**config.mk**
```make
export PLATFORM = sky130hd
export DESIGN_NAME = emd_decoder
export DESIGN_NICKNAME = d
export VERILOG_FILES = /design/src/inc/emd_pkg.sv /design/src/core/emd_decoder.sv
export SDC_FILE = /design/constraint.sdc
export NUM_CORES = 1
export LEC_CHECK = 0
export BUFFER_PORTS_ARGS = -buffer_cell sky130_fd_sc_hd__buf_4
export CAP_MARGIN = 20
export CORE_MARGIN = 5
export CORE_UTILIZATION = 50
export CTS_CLUSTER_SIZE = 14
export DETAILED_ROUTE_END_ITERATION = 10
export PLACE_DENSITY = 0.78
export SYNTH_ARGS = -nofsm -noshare
export SYNTH_HDL_FRONTEND = slang
export SYNTH_SLANG_ARGS = --single-unit
```
**constraint.sdc**
```tcl
create_clock -name aclk -period 5.8 [get_ports aclk]
set_input_delay 0.29 -clock aclk [delete_from_list [all_inputs] [get_ports aclk]]
set_output_delay 0.29 -clock aclk [all_outputs]
set_load 0.02 [all_outputs]
```
**src/inc/emd_pkg.sv**
```systemverilog
// ----------------------------------------------------------------------
// extended memory decoder package
// ----------------------------------------------------------------------
package emd_pkg;

   // ------------------------------------------------------------------
   // register byte offsets on the axi4-lite slave
   // ------------------------------------------------------------------
   localparam logic [7:0] OFS_CONTROL_A      = 8'h00; // segment and graphics memory control
   localparam logic [7:0] OFS_FIXED_HOLE     = 8'h04; // fixed_hole_control
   localparam logic [7:0] OFS_TOP_OF_MAIN    = 8'h08; // top_of_main_memory
   localparam logic [7:0] OFS_REG_WIN_BASE   = 8'h0C; // register_window_base
   localparam logic [7:0] OFS_APERTURE_BASE  = 8'h10; // aperture_base
   localparam logic [7:0] OFS_MISC_CONTROL   = 8'h14; // misc_control
   localparam logic [7:0] OFS_PROBE_ADDR     = 8'h18; // decode probe address
   localparam logic [7:0] OFS_PROBE_RESULT   = 8'h1C; // decode probe result

   // ------------------------------------------------------------------
   // field positions
   // ------------------------------------------------------------------
   localparam int CA_TOPSEG_BIT    = 0;  // top_control_a_segment enable
   localparam int CA_SEG_SIZE_BIT  = 1;  // segment_size_select: 0=512 KB, 1=1 MB
   localparam int CA_HISEG_BIT     = 2;  // high_control_a_segment enable
   localparam int CA_GBUF_LSB      = 4;  // graphics_memory_select, 2 bits
   localparam int FH_HOLE_EN_BIT   = 7;  // isa hole enable
   localparam int MC_APER_64_BIT   = 0;  // aperture size: 0=32 MB, 1=64 MB

   // ------------------------------------------------------------------
   // reset values
   // ------------------------------------------------------------------
   localparam logic [31:0] RST_CONTROL_A  = 32'h0000_0000;
   localparam logic [31:0] RST_FIXED_HOLE = 32'h0000_0000;
   localparam logic [31:0] RST_TOP_MAIN   = 32'h0100_0000; // 16 MB
   localparam logic [31:0] RST_WIN_BASE   = 32'h0000_0000;
   localparam logic [31:0] RST_APER_BASE  = 32'h0000_0000;
   localparam logic [31:0] RST_MISC       = 32'h0000_0000;

   // ------------------------------------------------------------------
   // address map constants
   // ------------------------------------------------------------------
   localparam logic [35:0] EXT_BASE      = 36'h0_0010_0000; // 1 MB
   localparam logic [35:0] FOUR_GB       = 36'h1_0000_0000;
   localparam logic [35:0] HOLE_BASE     = 36'h0_00F0_0000; // 15 MB
   localparam logic [35:0] HOLE_END      = 36'h0_0100_0000; // 16 MB
   localparam logic [35:0] SIZE_512K     = 36'h0_0008_0000;
   localparam logic [35:0] SIZE_1M       = 36'h0_0010_0000;
   localparam logic [35:0] SIZE_32M      = 36'h0_0200_0000;
   localparam logic [35:0] SIZE_64M      = 36'h0_0400_0000;
   localparam logic [35:0] IOAPIC_BASE   = 36'h0_FEC0_0000;
   localparam logic [35:0] IOAPIC_END    = 36'h0_FED0_0000;
   localparam logic [35:0] GAP_END       = 36'h0_FEE0_0000; // gap ends at FEDF_FFFF
   localparam logic [35:0] BIOS_BASE     = 36'h0_FFE0_0000; // top 2 MB
   localparam logic [35:0] HISEG_BASE    = 36'h0_FEEA_0000;
   localparam logic [35:0] HISEG_END     = 36'h0_FEEC_0000;
   localparam logic [35:0] VGA_WIN_BASE  = 36'h0_000A_0000;
   localparam logic [35:0] HISEG_MASK    = 36'h0_0001_FFFF; // 128 KB offset

   // legacy display i/o ranges on a[9:0]
   localparam logic [9:0] VGA_IO_LO1 = 10'h3B0;
   localparam logic [9:0] VGA_IO_HI1 = 10'h3BB;
   localparam logic [9:0] VGA_IO_LO2 = 10'h3C0;
   localparam logic [9:0] VGA_IO_HI2 = 10'h3DF;

   // ------------------------------------------------------------------
   // types
   // ------------------------------------------------------------------
   typedef enum logic [2:0] {
      DST_DRAM = 3'h1,   // main dram
      DST_HUB  = 3'h2,   // hub link toward pci
      DST_GFX  = 3'h4    // internal graphics resources
   } emd_dest_t;

   typedef enum logic [1:0] {
      SRC_CPU = 2'h0,
      SRC_HUB = 2'h1,
      SRC_GFX = 2'h2
   } emd_src_t;

   // one access to be steered
   typedef struct packed {
      logic [35:0] addr;   // physical address, 36-bit processor space
      emd_src_t    src;    // originating interface
      logic        smm;    // processor is in system management mode
      logic        is_io;  // i/o cycle rather than memory
   } emd_req_t;

   // steering answer
   typedef struct packed {
      emd_dest_t   dest;       // where the access goes
      logic [35:0] fwd_addr;   // address presented at the destination
      logic        drop;       // completed locally, writes dropped, reads zero
      logic        claim_gfx;  // claimed by graphics: display i/o, window, aperture, or graphics memory for the graphics engine
   } emd_route_t;

endpackage
```
**src/core/emd_decoder.sv**
```systemverilog
// The implementer's own choices: the address map and the AXI4-Lite slave port.
`timescale 1ns/100ps
`default_nettype none

module emd_decoder
   import emd_pkg::*;
(
   input  wire logic        aclk,
   input  wire logic        aresetn,
   // axi4-lite slave
   input  wire logic [7:0]  s_axi_awaddr,
   input  wire logic        s_axi_awvalid,
   output logic             s_axi_awready,
   input  wire logic [31:0] s_axi_wdata,
   input  wire logic [3:0]  s_axi_wstrb,
   input  wire logic        s_axi_wvalid,
   output logic             s_axi_wready,
   output logic [1:0]       s_axi_bresp,
   output logic             s_axi_bvalid,
   input  wire logic        s_axi_bready,
   input  wire logic [7:0]  s_axi_araddr,
   input  wire logic        s_axi_arvalid,
   output logic             s_axi_arready,
   output logic [31:0]      s_axi_rdata,
   output logic [1:0]       s_axi_rresp,
   output logic             s_axi_rvalid,
   input  wire logic        s_axi_rready,
   // three request ports, one per source
   input  wire emd_pkg::emd_req_t   cpu_req,
   input  wire emd_pkg::emd_req_t   hub_req,
   input  wire emd_pkg::emd_req_t   gfx_req,
   output emd_pkg::emd_route_t      cpu_route,
   output emd_pkg::emd_route_t      hub_route,
   output emd_pkg::emd_route_t      gfx_route
);
   import emd_pkg::*;

   // ------------------------------------------------------------------
   // configuration registers
   // ------------------------------------------------------------------
   logic [31:0] control_a_reg;          // segment and graphics memory control
   logic [31:0] fixed_hole_control_reg; // isa hole enable
   logic [31:0] top_of_main_memory_reg; // byte address of top of dram
   logic [31:0] register_window_base_reg;
   logic [31:0] aperture_base_reg;
   logic [31:0] misc_control_reg;
   logic [31:0] probe_addr_reg;         // software probe of the decoder
   logic [31:0] probe_result_reg;       // registered decode of the probe

   // ------------------------------------------------------------------
   // bus handshake state
   // ------------------------------------------------------------------
   logic        aw_held_reg;   // write address captured
   logic        w_held_reg;    // write data captured
   logic [7:0]  aw_addr_reg;
   logic [31:0] w_data_reg;
   logic [3:0]  w_strb_reg;
   logic        wr_fire;       // both halves present, response free
   logic        wr_hit;        // write address maps to a writable register

   // ------------------------------------------------------------------
   // decode function, shared by all three sources and the probe
   // ------------------------------------------------------------------
   function automatic emd_route_t decode(input emd_req_t r);
      logic [35:0] a;
      logic [35:0] mtop;
      logic [35:0] seg_sz;
      logic [35:0] seg_base;
      logic [35:0] gbuf_sz;
      logic [35:0] gbuf_top;
      logic [35:0] gbuf_base;
      logic [35:0] win_base;
      logic [35:0] ap_base;
      logic [35:0] ap_sz;
      logic        seg_en;
      logic        gbuf_en;
      logic [1:0]  gsel;
      logic [9:0]  io_lo;
      emd_route_t  o;
      a         = r.addr;
      mtop      = {4'h0, top_of_main_memory_reg};
      seg_en    = control_a_reg[CA_TOPSEG_BIT];
      seg_sz    = control_a_reg[CA_SEG_SIZE_BIT] ? SIZE_1M : SIZE_512K;
      seg_base  = mtop - seg_sz;
      gsel      = control_a_reg[CA_GBUF_LSB +: 2];
      gbuf_en   = (gsel != 2'h0);
      gbuf_sz   = (gsel == 2'h2) ? SIZE_1M : SIZE_512K;
      gbuf_top  = seg_en ? seg_base : mtop;
      gbuf_base = gbuf_top - gbuf_sz;
      win_base  = {4'h0, register_window_base_reg[31:19], 19'h0};
      ap_sz     = misc_control_reg[MC_APER_64_BIT] ? SIZE_64M : SIZE_32M;
      ap_base   = misc_control_reg[MC_APER_64_BIT] ?
                  {4'h0, aperture_base_reg[31:26], 26'h0} :
                  {4'h0, aperture_base_reg[31:25], 25'h0};
      io_lo     = a[9:0];
      o.dest      = DST_HUB;
      o.fwd_addr  = a;
      o.drop      = 1'b0;
      o.claim_gfx = 1'b0;
      if (r.is_io) begin
         if ((io_lo >= VGA_IO_LO1 && io_lo <= VGA_IO_HI1) ||
             (io_lo >= VGA_IO_LO2 && io_lo <= VGA_IO_HI2)) begin
            o.dest      = DST_GFX;
            o.claim_gfx = 1'b1;
         end
      end else if (a >= FOUR_GB) begin
         o.dest = DST_HUB;
         o.drop = (r.src == SRC_CPU);
      end else if (a < EXT_BASE) begin
         // compatibility area is outside this block, passed to hub
         o.dest = DST_HUB;
      end else if (a < mtop) begin
         o.dest = DST_DRAM;
         if (fixed_hole_control_reg[FH_HOLE_EN_BIT] &&
             a >= HOLE_BASE && a < HOLE_END) begin
            o.dest = DST_HUB;
         end else if (seg_en && a >= seg_base) begin
            o.dest = (r.src == SRC_CPU && r.smm) ? DST_DRAM : DST_HUB;
         end else if (gbuf_en && a >= gbuf_base && a < gbuf_top) begin
            o.dest      = (r.src == SRC_GFX) ? DST_DRAM : DST_HUB;
            o.claim_gfx = (r.src == SRC_GFX);
         end
      end else if (a >= BIOS_BASE) begin
         o.dest = DST_HUB;
      end else if (a >= IOAPIC_END && a < GAP_END) begin
         o.dest = DST_HUB;
      end else if (a >= IOAPIC_BASE && a < IOAPIC_END) begin
         o.dest = DST_HUB;
      end else if (control_a_reg[CA_HISEG_BIT] &&
                   a >= HISEG_BASE && a < HISEG_END) begin
         o.dest     = DST_DRAM;
         o.fwd_addr = VGA_WIN_BASE | (a & HISEG_MASK);
      end else if (a >= win_base && a < win_base + SIZE_512K) begin
         o.dest      = DST_GFX;
         o.claim_gfx = 1'b1;
      end else if (a >= ap_base && a < ap_base + ap_sz) begin
         o.dest      = DST_GFX;
         o.claim_gfx = 1'b1;
      end else begin
         o.dest = DST_HUB;
      end
      return o;
   endfunction

   // ------------------------------------------------------------------
   // steering outputs
   // ------------------------------------------------------------------
   // combinational steering
   // combinational on purpose: the decode sits in the address path
   always_comb begin
      cpu_route = decode(cpu_req);
      hub_route = decode(hub_req);
      gfx_route = decode(gfx_req);
   end

   // ------------------------------------------------------------------
   // write channel capture
   // ------------------------------------------------------------------
   // address and data may arrive in either order; each is held once taken
   assign s_axi_awready = ~aw_held_reg;
   assign s_axi_wready  = ~w_held_reg;
   assign wr_fire       = aw_held_reg & w_held_reg & ~s_axi_bvalid;

   // write address hold
   always_ff @(posedge aclk) begin
      if (!aresetn) begin
         aw_held_reg <= 1'b0;
         aw_addr_reg <= 8'h00;
      end else if (s_axi_awvalid && s_axi_awready) begin
         aw_held_reg <= 1'b1;
         aw_addr_reg <= s_axi_awaddr;
      end else if (wr_fire) begin
         aw_held_reg <= 1'b0;
      end
   end

   // write data hold
   always_ff @(posedge aclk) begin
      if (!aresetn) begin
         w_held_reg <= 1'b0;
         w_data_reg <= 32'h0000_0000;
         w_strb_reg <= 4'h0;
      end else if (s_axi_wvalid && s_axi_wready) begin
         w_held_reg <= 1'b1;
         w_data_reg <= s_axi_wdata;
         w_strb_reg <= s_axi_wstrb;
      end else if (wr_fire) begin
         w_held_reg <= 1'b0;
      end
   end

   // writable offsets; the probe result is read only
   always_comb begin
      case (aw_addr_reg)
         OFS_CONTROL_A, OFS_FIXED_HOLE, OFS_TOP_OF_MAIN, OFS_REG_WIN_BASE,
         OFS_APERTURE_BASE, OFS_MISC_CONTROL, OFS_PROBE_ADDR: wr_hit = 1'b1;
         default: wr_hit = 1'b0;
      endcase
   end

   // byte-lane merge of one register
   function automatic logic [31:0] merge(input logic [31:0] old,
                                         input logic [31:0] dat,
                                         input logic [3:0]  stb);
      logic [31:0] m;
      m = old;
      for (int i = 0; i < 4; i++) begin
         if (stb[i]) begin
            m[i*8 +: 8] = dat[i*8 +: 8];
         end
      end
      return m;
   endfunction

   // ------------------------------------------------------------------
   // register updates
   // ------------------------------------------------------------------
   always_ff @(posedge aclk) begin
      if (!aresetn) begin
         control_a_reg            <= RST_CONTROL_A;
         fixed_hole_control_reg   <= RST_FIXED_HOLE;
         top_of_main_memory_reg   <= RST_TOP_MAIN;
         register_window_base_reg <= RST_WIN_BASE;
         aperture_base_reg        <= RST_APER_BASE;
         misc_control_reg         <= RST_MISC;
         probe_addr_reg           <= 32'h0000_0000;
      end else if (wr_fire) begin
         case (aw_addr_reg)
            OFS_CONTROL_A:     control_a_reg <= merge(control_a_reg, w_data_reg,
                                                      w_strb_reg);
            OFS_FIXED_HOLE:    fixed_hole_control_reg <=
                                  merge(fixed_hole_control_reg, w_data_reg, w_strb_reg);
            OFS_TOP_OF_MAIN:   top_of_main_memory_reg <=
                                  merge(top_of_main_memory_reg, w_data_reg, w_strb_reg);
            OFS_REG_WIN_BASE:  register_window_base_reg <=
                                  merge(register_window_base_reg, w_data_reg, w_strb_reg);
            OFS_APERTURE_BASE: aperture_base_reg <=
                                  merge(aperture_base_reg, w_data_reg, w_strb_reg);
            OFS_MISC_CONTROL:  misc_control_reg <= merge(misc_control_reg, w_data_reg,
                                                         w_strb_reg);
            OFS_PROBE_ADDR:    probe_addr_reg <= merge(probe_addr_reg, w_data_reg,
                                                       w_strb_reg);
            default: begin
               // unmapped: nothing stored, slverr returned
            end
         endcase
      end
   end

   // probe result: destination one-hot in [2:0], drop [3], claim [4]
   // registered so software sees the live map for a cpu non-smm access
   always_ff @(posedge aclk) begin
      emd_route_t pr;
      pr = decode('{addr: {4'h0, probe_addr_reg}, src: SRC_CPU,
                    smm: 1'b0, is_io: 1'b0});
      if (!aresetn) begin
         probe_result_reg <= 32'h0000_0000;
      end else begin
         probe_result_reg <= {27'h0, pr.claim_gfx, pr.drop, pr.dest};
      end
   end

   // ------------------------------------------------------------------
   // write response
   // ------------------------------------------------------------------
   always_ff @(posedge aclk) begin
      if (!aresetn) begin
         s_axi_bvalid <= 1'b0;
         s_axi_bresp  <= 2'h0;
      end else if (wr_fire) begin
         s_axi_bvalid <= 1'b1;
         s_axi_bresp  <= wr_hit ? 2'h0 : 2'h2;
      end else if (s_axi_bready) begin
         s_axi_bvalid <= 1'b0;
      end
   end

   // ------------------------------------------------------------------
   // read channel
   // ------------------------------------------------------------------
   // one read at a time: address refused while a read answer is pending
   assign s_axi_arready = ~s_axi_rvalid;

   always_ff @(posedge aclk) begin
      if (!aresetn) begin
         s_axi_rvalid <= 1'b0;
         s_axi_rdata  <= 32'h0000_0000;
         s_axi_rresp  <= 2'h0;
      end else if (s_axi_arvalid && s_axi_arready) begin
         s_axi_rvalid <= 1'b1;
         s_axi_rresp  <= 2'h0;
         case (s_axi_araddr)
            OFS_CONTROL_A:     s_axi_rdata <= control_a_reg;
            OFS_FIXED_HOLE:    s_axi_rdata <= fixed_hole_control_reg;
            OFS_TOP_OF_MAIN:   s_axi_rdata <= top_of_main_memory_reg;
            OFS_REG_WIN_BASE:  s_axi_rdata <= register_window_base_reg;
            OFS_APERTURE_BASE: s_axi_rdata <= aperture_base_reg;
            OFS_MISC_CONTROL:  s_axi_rdata <= misc_control_reg;
            OFS_PROBE_ADDR:    s_axi_rdata <= probe_addr_reg;
            OFS_PROBE_RESULT:  s_axi_rdata <= probe_result_reg;
            default: begin
               // unmapped reads zero with slverr
               s_axi_rdata <= 32'h0000_0000;
               s_axi_rresp <= 2'h2;
            end
         endcase
      end else if (s_axi_rready) begin
         s_axi_rvalid <= 1'b0;
      end
   end

endmodule

`default_nettype wire

```
### Word level (Yosys, flattened, before mapping)

Index checks and enable logic that the tools add are counted.

| cells by class | value |
|---|---|
| add/subtract/negate cells | 4 |
| magnitude comparators | 87 |
| equal/unequal tests | 17 |
| multiplexer cells | 146 |
| bitwise operators | 7 |
| reductions and logical operators | 101 |

Operators by type and width:

| kind | number |
|---|---|
| two-way mux 36 bit | 22 |
| greater-or-equal comparator 36 x 32 -> 1 bit, second input constant | 12 |
| < comparator 36 x 32 -> 1 bit, second input constant | 9 |
| < comparator 36 bit | 9 |
| one-hot mux 32 bit (8 select lines) | 1 |
| greater-or-equal comparator 36 x 32 -> 1 bit | 6 |
| greater-or-equal comparator 36 bit | 6 |
| greater-or-equal comparator 32 bit, second input constant | 4 |
| two-way mux 3 bit | 40 |
| two-way mux 37 bit | 3 |
| greater-or-equal comparator 36 x 24 -> 1 bit, second input constant | 3 |
| greater-or-equal comparator 36 x 33 -> 1 bit, second input constant | 3 |
| < comparator 36 x 21 -> 1 bit, second input constant | 3 |
| < comparator 36 x 25 -> 1 bit, second input constant | 3 |
| < comparator 36 x 32 -> 1 bit | 3 |
| < comparator 32 bit, second input constant | 3 |
| AND reduction 3 bit | 28 |
| greater-or-equal comparator 32 x 36 -> 1 bit | 2 |
| < comparator 32 x 33 -> 1 bit | 2 |
| greater-or-equal comparator 32 bit | 2 |
| greater-or-equal comparator 10 bit, second input constant | 6 |
| <= comparator 10 bit, second input constant | 6 |
| == test 8 x 5 -> 1 bit, second input constant | 7 |
| logical AND 1 bit | 56 |
| other kinds (26) | 123 |

| word-level totals | value |
|---|---|
| register bits after elaboration | 340 |
| bits of input ports | 179 |
| output and inout port bits | 164 |
| word-level logic and storage cells | 404 |

### Depth between registers and ports, before layout

Gate-level depths: netlist (run 1).

| depth | value |
|---|---|
| depth after elaboration | 14 |
| gate-level depth with buffers | 23 |

### Least setup slack after synthesis (run 1)

Ideal clock, no wire load.

| path | value |
|---|---|
| path type | reg2out |
| start point | register control_a_reg[1] |
| end point | output hub_route[38] (netlist name) |
| arrival | 5575 ps |
| data required time | 5510 ps |
| setup slack | -65 ps |
| stages on the path, launching flop included | 21 |
| path buffers | 0 |
| cell sequence | dfxtp_1 -> inv_1 -> ha_1 -> fa_1 -> a21o_1 -> inv_1 -> fa_1 -> or3_1 -> nor3_1 -> o211ai_1 -> xnor2_1 -> ha_1 -> a21o_1 -> a211oi_1 -> nand3_1 -> a311o_1 -> a31o_2 -> maj3_1 -> o2111ai_1 -> a32oi_1 -> o21ai_0 |

RTL lines:

| element | RTL line | text |
|---|---|---|
| start: declaration | emd_decoder.sv:41 | `logic [31:0] control_a_reg;` |
| start signal: assignment | emd_decoder.sv:229 | `OFS_CONTROL_A: control_a_reg <= merge(control_a_reg, w_data_reg,` |
| end: declaration | emd_decoder.sv:33 | `output emd_pkg::emd_route_t hub_route,` |

==> PnR_summary.wiki, run 1 <==
{| class="wikitable"
! Metric !! Value
|-
| Clock edge transition at the registers on the reported setup and hold paths || 0.06 ns
|-
| Source of the worst hold timing path || s_axi_wdata[27]
|-
| Area growth, synth to finish || 17.1%
|-
| Multiplexer fraction of the synthesized cell area || 0.0770
|-
| Final std cell area, no fill || about 31000 um^2
|-
| Post-Synth Adder-Cell Area || 0.211
|-
| Data arrival time of the worst path || about 5.5 ns
|-
| Final hold violations || 0
|-
| Number of synthesis warnings || 0
|-
| Unique cell type count in the Yosys netlist || 93
|-
| Total congestion overflow after global routing || 0
|-
| Worst min-delay path endpoint || w_data_reg[27]
|-
| Clock latency reported for the late side of the worst-skew pair || ~0.56 ns
|-
| Peak fanout along the critical path || 2
|-
| Count of buffering cells on the critical path with inverters included || 4
|-
| Critical R2R Launch || top_of_main_memory_reg[19]
|-
| All-Layer GR Usage || 0.318
|-
| Starting DRT DRC Count || 2642
|-
| Max-slew violation total from the final report || 0
|-
| Category of the critical setup timing path || reg -> out
|-
| Clock skew || 0.00867 ns
|-
| Last weighted congestion value of the routability-driven placer || 1.02
|-
| CTS tree || done
|-
| Combinational fraction of design power || 0.178
|-
| Worst reg-to-reg path cell count || 21
|-
| Setup slack of the worst register-to-register path || 0.78 ns
|-
| Average wire per standard cell || approximately 24 um
|-
| Crit path max-delay family || adder cells
|-
| Total instance count after detailed placement || 3989
|-
| Switching share of power || 0.276
|-
| Largest family of logic cells by synthesized area || adder cells
|-
| DIE WIDTH || 241 um
|-
| Predominant post-synthesis flop cell || dfxtp_1
|-
| Vias per inst || 6.35
|-
| TritonCTS buffer count || 30
|-
| Worst min-delay path class || in -> reg
|-
| Root cell of the clock tree || clkbuf_16
|-
| Antenna-violating nets left || 0
|-
| Share of post-route cells with drive strength above 1 || 0.159
|-
| DRC errors left || 0
|-
| Die span in y || 241 um
|-
| Ant diodes || 0
|-
| Setup repair after global routing missed its margin || yes
|-
| Boundary Pins || roughly 340
|-
| Highest-delay cell along the critical path || fa_1
|-
| Wire length of the first global-routing pass || 146000 um
|-
| Final-stage net count || 4009
|-
| Minimum period implied by the final worst setup slack || between 5 and 6 ns
|-
| Post-route insts no fill || between 4000 and 5000
|-
| Peak clock frequency supported by timing || 0.173 GHz
|-
| Number of enable-type register cells in the synthesized netlist || 0
|-
| PwrDens || roughly 160 nW/um^2
|-
| Number of antenna violations at the first check in global routing || 1
|-
| Count of state elements after synthesis || 309
|-
| Sequential cell area fraction in the yosys report || 0.232
|-
| Area of placed instances || 29500 um^2
|-
| Synth Area in Compound Gates || 0.196
|-
| Clock net sink count || 309
|-
| Instance count of the mapped netlist || between 3000 and 4000
|-
| Max-cap check violation count || 0
|-
| Deepest clock path buffer count || 3
|-
| Post-Syn Area || between 20000 and 30000 um^2
|-
| Worst Setup Start Kind || flip-flop
|-
| Total via count after detailed routing || 26000
|-
| Pin count of the biggest net entering global routing || 117
|-
| Delay of the slowest critical-path stage || 0.49 ns
|-
| Syn_area_per_cell || 8.52 um^2
|-
| Detailed-router iteration count before antenna repair || 7
|-
| Peak VDD IR || 224 uV
|-
| Vias in the first global route || 24600
|-
| Required time of the critical path || around 5.5 ns
|-
| Hold Path Cell Cnt || 3
|-
| Sequential power share || 0.439
|-
| Max transition margin || 0.239
|-
| H-Tree Depth || 1
|-
| Final worst-path cycle share || 0.995
|-
| XOR/XNOR Fraction of Synth Area || 0.0204
|-
| Standard-cell rows || 84
|-
| Share of total power in the clock network || 0.383
|-
| Count of port buffers added during placement || 340
|-
| Slew @ Worst Pin || ~1.1 ns
|-
| Simple logic cell fraction of the synthesized area || 0.210
|-
| Setup crit end kind || output port
|-
| Status || finished clean
|-
| Core region area || 52800 um^2
|-
| Total Routed Length || approximately 100000 um
|-
| Leak pwr || 13.1 nW
|-
| Reg-to-reg endpoint || probe_result_reg[1]
|-
| Initial core utilization || 0.506
|-
| Estimated wirelength of the detail-placed design || 73700 um
|-
| Final Setup Violations || 0
|-
| Cell internal power dissipation || approximately 3.6 mW
|-
| Cell breakdown of the critical path || inv_2 > ha_4 > fa_1 > a21o_1 > inv_2 > fa_2 > or3_4 > nor3_4 > o211ai_1 > buf_4 > xnor2_4 > ha_4 > a21o_1 > a211oi_2 > nand3_1 > a311o_1 > a31o_2 > maj3_2 > o211a_1 > o31ai_2 > nor4_2 > or2_1 > buf_6
|-
| Die footprint || 58100 um^2
|-
| Power consumption || around 5 mW
|-
| FFs w/ async S/R, synth || 0
|-
| Net switching power of the design || 1.38 mW
|}
==> per-layer routing <==
metal,global-route usage,vias to the layer above,part of all wire
li1,-,12100,-
met5,0,-,0
met2,0.498,1404,0.43
met4,0.159,0,0.057
met3,0.0509,305,0.096
met1,0.428,12300,0.41
==> kinds of logic after synthesis <==
| family | Yosys count |
|---|---|
| AOI/OAI and AO/OA | 755 |
| xor gates and xnor gates | 60 |
| other | 1 |
| and+or+nand+nor | 1035 |
| adders and majority gates | 451 |
| DFF | 309 |
| muxes | 205 |
| buffers and inverters | 319 |
==> cell usage after synthesis, drive strengths merged (13+ instances only) <==
library cell,count,share of area
or3,16,0.0039
mux2i,201,0.075
a222oi,21,0.0079
a2111oi,13,0.0052
dfxtp,309,0.23
a21o,59,0.017
a22oi,61,0.017
nor4,42,0.011
nand3,92,0.017
inv,90,0.013
o211ai,23,0.0065
a21boi,74,0.021
a22o,17,0.0056
and3,19,0.0045
xnor2,52,0.017
a21oi,164,0.031
nor2b,285,0.067
o21ai,101,0.019
nand4,70,0.017
o21a,35,0.0098
nor3,46,0.0095
a31oi,43,0.010
nor2,125,0.018
buf,64,0.017
a211oi,19,0.0053
ha,439,0.21
and2,37,0.0087
o31ai,14,0.0039
nand2,217,0.031
a221oi,17,0.0056
nand2b,28,0.0066
clkbuf,164,0.023
==> power by group through the flow <==
stage	registers [mW]	logic, mW	clock network (mW)
after global placement	2.24	0.824	0
after global routing	2.19	0.961	2.02
after CTS	2.19	0.866	1.93
after floorplan	2.20	0.504	0
after detailed placement	2.24	0.839	0
final	2.19	0.889	1.91
==> what timing repair did <==
action                                  in CTS  in global routing
pin swaps                                   28                 31
buffers inserted                            12                  6
gates cloned                                 0                  0
resized for setup                           27                 23
hold buffers                                38                  0
hold endpoints to repair                    37                  0
endpoints found under the setup margin       8                  9
==> layout make-up <==
type | count | area, um^2
repair buffers | 448 | 3500
well taps | 688 | 861
clock buffers | 43 | 881
clock inverters | 10 | 82.6
inverters | 91 | 342
multi-input cells | 2508 | 19400
fillers | 4723 | 21500
flip-flops and latches | 309 | 6190
==> layout by cell type, fill, tap and decap left out, types with 74 or more instances in the layout <==
cell type	instances
a21boi_0	74
a21oi_1	163
buf_4	404
dfxtp_1	307
ha_1	433
inv_1	87
mux2i_1	201
nand2_1	216
nand3_1	91
nor2_1	121
nor2b_1	281
o21ai_0	95
==> worst max-delay path by stage <==
stage / start / end / slack, ns / depth (start not counted)
2_1_floorplan: control_a_reg[1] / hub_route[0] / 0.006 / 21
3_3_place_gp: control_a_reg[1] / hub_route[0] / 0.02 / 22
3_5_place_dp: control_a_reg[1] / hub_route[0] / -0.04 / 22
4_1_cts: control_a_reg[1] / hub_route[0] / -0.10 / 22
5_1_grt: top_of_main_memory_reg[19] / hub_route[0] / -0.23 / 23
6_report: top_of_main_memory_reg[19] / hub_route[0] / 0.03 / 23
==> stage by stage <==
stage	hold WS, ns	TNS (ns)	util	setup slack [ns]
after floorplan	0.406	0	-	0.00563
after global placement	0.451	0	0.560	0.0189
after detailed placement	0.459	-0.0398	0.560	-0.0398
after CTS	0.00247	-0.175	0.589	-0.102
after global routing	0.0194	-1.07	0.593	-0.233
final	0.0148	0	0.593	0.0294
==> worst min-delay path, delay by kind of cell <==
| family | cells | cell delay [ns] |
|---|---|---|
| AOI/OAI and AO/OA | 1 | 0.06 |
| and+or+nand+nor | 1 | 0.05 |
| buffers and inverters | 1 | 0.12 |
(Power assumes the default switching activity.)
==> run 2: changes to the inputs <==
--- a/config.mk
+++ b/config.mk
@@ -5,7 +5,7 @@
 export SDC_FILE = /design/constraint.sdc
 export NUM_CORES = 1
 export LEC_CHECK = 0
-export BUFFER_PORTS_ARGS = -buffer_cell sky130_fd_sc_hd__buf_4
+export BUFFER_PORTS_ARGS = -buffer_cell sky130_fd_sc_hd__buf_2
 export CAP_MARGIN = 20
 export CORE_MARGIN = 5
 export CORE_UTILIZATION = 50
==> run 2 against run 1 <==
  * The run now ends with negative setup slack left
  * Sequential power barely moved
  * Clock skew increased by 0.012 ns
  * Sequential share of layout area rose by 0.52 points
  * Critical path type unchanged
  * Critical endpoint unchanged
==> PnR_summary.wiki, run 2 (synthesis gave the netlist of run 1 again) <==
{| class="wikitable"
! Metric !! Value
|-
| Pin count of the biggest net entering global routing || 146 (+25%)
|-
| Leak pwr || 12.9 nW (-1.7%)
|-
| Share of total power in the clock network || 0.391 (+0.008)
|-
| Net switching power of the design || 1.41 mW (+2.0%)
|-
| Clock latency reported for the late side of the worst-skew pair || 0.58 ns (+0.02 ns)
|-
| Failing checks || negative setup slack
|-
| Max transition margin || 0.146 (-0.0924)
|-
| Wire length of the first global-routing pass || 145000 um (-0.48%)
|-
| Estimated wirelength of the detail-placed design || 73400 um (-0.38%)
|-
| Deepest clock path buffer count || 3 (unchanged)
|-
| Detailed-router iteration count before antenna repair || 7 (unchanged)
|-
| Minimum period implied by the final worst setup slack || 5.89 ns (+0.123 ns)
|-
| DRC errors left || 0 (unchanged)
|-
| Post-route insts no fill || 4105 (+0.20%)
|-
| Share of post-route cells with drive strength above 1 || 0.156 (-0.00296)
|-
| Count of port buffers added during placement || 340 (unchanged)
|-
| Final std cell area, no fill || 30500 um^2 (-2.5%)
|-
| Total instance count after detailed placement || 3990 (+0.025%)
|-
| Max-slew violation total from the final report || 0 (unchanged)
|-
| Initial core utilization || 0.506 (unchanged)
|-
| Number of antenna violations at the first check in global routing || 1 (unchanged)
|-
| Required time of the critical path || 5.51 ns (about the same)
|-
| Total negative slack || -0.107 ns (-0.107 ns)
|-
| Clock edge transition at the registers on the reported setup and hold paths || 0.06 ns (about the same)
|-
| Setup slack after layout || -0.0931 ns (-0.123 ns)
|-
| Die footprint || 58100 um^2 (unchanged)
|-
| Total via count after detailed routing || 26100 (+0.49%)
|-
| Peak fanout along the critical path || 2 (unchanged)
|-
| Average wire per standard cell || 23.8 um (-0.40%)
|-
| Area growth, synth to finish || 14.1%
|-
| Final Setup Violations || 2 (+2)
|-
| Last weighted congestion value of the routability-driven placer || 0.999 (-1.8%)
|-
| Final-stage net count || 4014 (+0.12%)
|-
| Combinational fraction of design power || 0.168 (-0.010)
|-
| Root cell of the clock tree || clkbuf_16
|-
| Total Routed Length || 97500 um (-0.21%)
|-
| Peak VDD IR || 193 uV (-14%)
|-
| Clock net sink count || 309 (unchanged)
|-
| Final hold violations || 0 (unchanged)
|-
| Slew @ Worst Pin || 1.28 ns (+0.139 ns)
|-
| Standard-cell rows || 84 (unchanged)
|-
| Status || complete, but fails checks
|-
| Total congestion overflow after global routing || 0 (unchanged)
|-
| PwrDens || 163 nW/um^2 (+2.0%)
|-
| All-Layer GR Usage || 0.316 (-0.00253)
|-
| Area of placed instances || 28700 um^2 (-2.9%)
|-
| Worst Setup Start Kind || flip-flop
|-
| Cell internal power dissipation || 3.56 mW (-1.5%)
|-
| Vias per inst || 6.37 (+0.29%)
|-
| Setup crit end kind || output port
|-
| Antenna-violating nets left || 0 (unchanged)
|-
| H-Tree Depth || 1 (unchanged)
|-
| DIE WIDTH || 241 um (unchanged)
|-
| Switching share of power || 0.283 (+0.00705)
|-
| Starting DRT DRC Count || 2606 (-1.4%)
|-
| Sequential power share || 0.441 (+0.002)
|-
| Worst min-delay path class || in -> reg
|-
| Final worst-path cycle share || 1.02 (+0.0211)
|-
| Boundary Pins || 343 (unchanged)
|-
| Setup repair after global routing missed its margin || yes
|-
| Clock skew || 0.0207 ns (+0.0120 ns)
|-
| Commonest cells after routing, fill and taps aside || ha_1 (435), buf_2 (333), dfxtp_1 (307)
|-
| Filler Cells Inserted || 4747 (+0.51%)
|-
| Data arrival time of the worst path || 5.60 ns (+0.12 ns)
|-
| CTS tree || done
|-
| Core region area || 52800 um^2 (unchanged)
|-
| Vias in the first global route || 24500 (-0.73%)
|-
| Max-cap check violation count || 0 (unchanged)
|-
| Die span in y || 241 um (unchanged)
|-
| Leading cell type in the layout, fill and taps excluded || ha_1
|-
| Peak clock frequency supported by timing || 0.170 GHz (-2.1%)
|-
| TritonCTS buffer count || 30 (unchanged)
|-
| Category of the critical setup timing path || reg -> out
|}
## run 2: final timing paths
kind,cells past startpoint,start,slack (ns),end
min,3,s_axi_wdata[27],0.0002,w_data_reg[27]
max reg2reg,21,top_of_main_memory_reg[19],0.82,probe_result_reg[1]
max,22,top_of_main_memory_reg[19],-0.09,hub_route[0]
min reg2reg,2,control_a_reg[25],0.46,control_a_reg[25]
## run 2: worst max-delay path: stages, from the launching register on
cell,delay [ns]
dfxtp_2,0.33
inv_2,0.05
ha_4,0.16
fa_1,0.55
a21o_1,0.15
inv_2,0.06
fa_2,0.34
or3_4,0.36
nor3_4,0.13
o211ai_1,0.15
xnor2_1,0.27
ha_1,0.29
a21o_1,0.19
a211oi_2,0.15
nand3_1,0.10
a311o_1,0.29
a31o_2,0.21
maj3_2,0.32
o211a_1,0.24
o31ai_2,0.21
nor4_2,0.10
or2_1,0.24
buf_6,0.14
## run 2: through the flow
stage                     utilization  hold WS (ns)  total power [mW]  worst slack, ns
after floorplan                     -         0.406              2.70          0.00563
after global placement          0.543         0.450              3.00           0.0573
after detailed placement        0.543         0.457              3.01          -0.0740
after CTS                       0.573       0.00243              4.95           -0.150
after global routing            0.577        0.0126              5.14           -0.314
final                           0.577      0.000157              4.97          -0.0931
## run 2: power by group through the flow
stage	Clock, mW	Sequential [mW]	Combinational, mW
2_1_floorplan	0	2.20	0.504
3_3_place_gp	0	2.23	0.766
3_5_place_dp	0	2.24	0.778
4_1_cts	1.96	2.19	0.807
5_1_grt	2.04	2.19	0.903
6_report	1.94	2.19	0.834
## run 2: layer usage
layer | up-vias | track usage | wire length, um
met2 | 1511 | 0.495 | 41900
met3 | 325 | 0.0558 | 10000
li1 | 12100 | - | -
met5 | - | 0 | 0
met4 | 0 | 0.149 | 5530
met1 | 12200 | 0.423 | 40000
## run 2: what timing repair did
action                                 in CTS  in global routing
pin swaps                                  26                 30
setup endpoints to repair                   8                  8
endpoints found under the hold margin      45                  0
hold buffers                               46                  0
buffers inserted                            5                  7
gates resized for setup                    22                 29
## run 2: area by class of cell
type | instances | area, um^2 | area share
Inverter | 91 | 342 | 0.0112
Multi-Input combinational cell | 2508 | 19400 | 0.636
Timing Repair Buffer | 453 | 2710 | 0.0890
Tap cell | 688 | 861 | 0.0283
Clock inverter | 9 | 101 | 0.00333
Clock buffer | 46 | 881 | 0.0289
Antenna cell | 1 | 2.50 | 0.0000821
Sequential cell | 309 | 6190 | 0.203
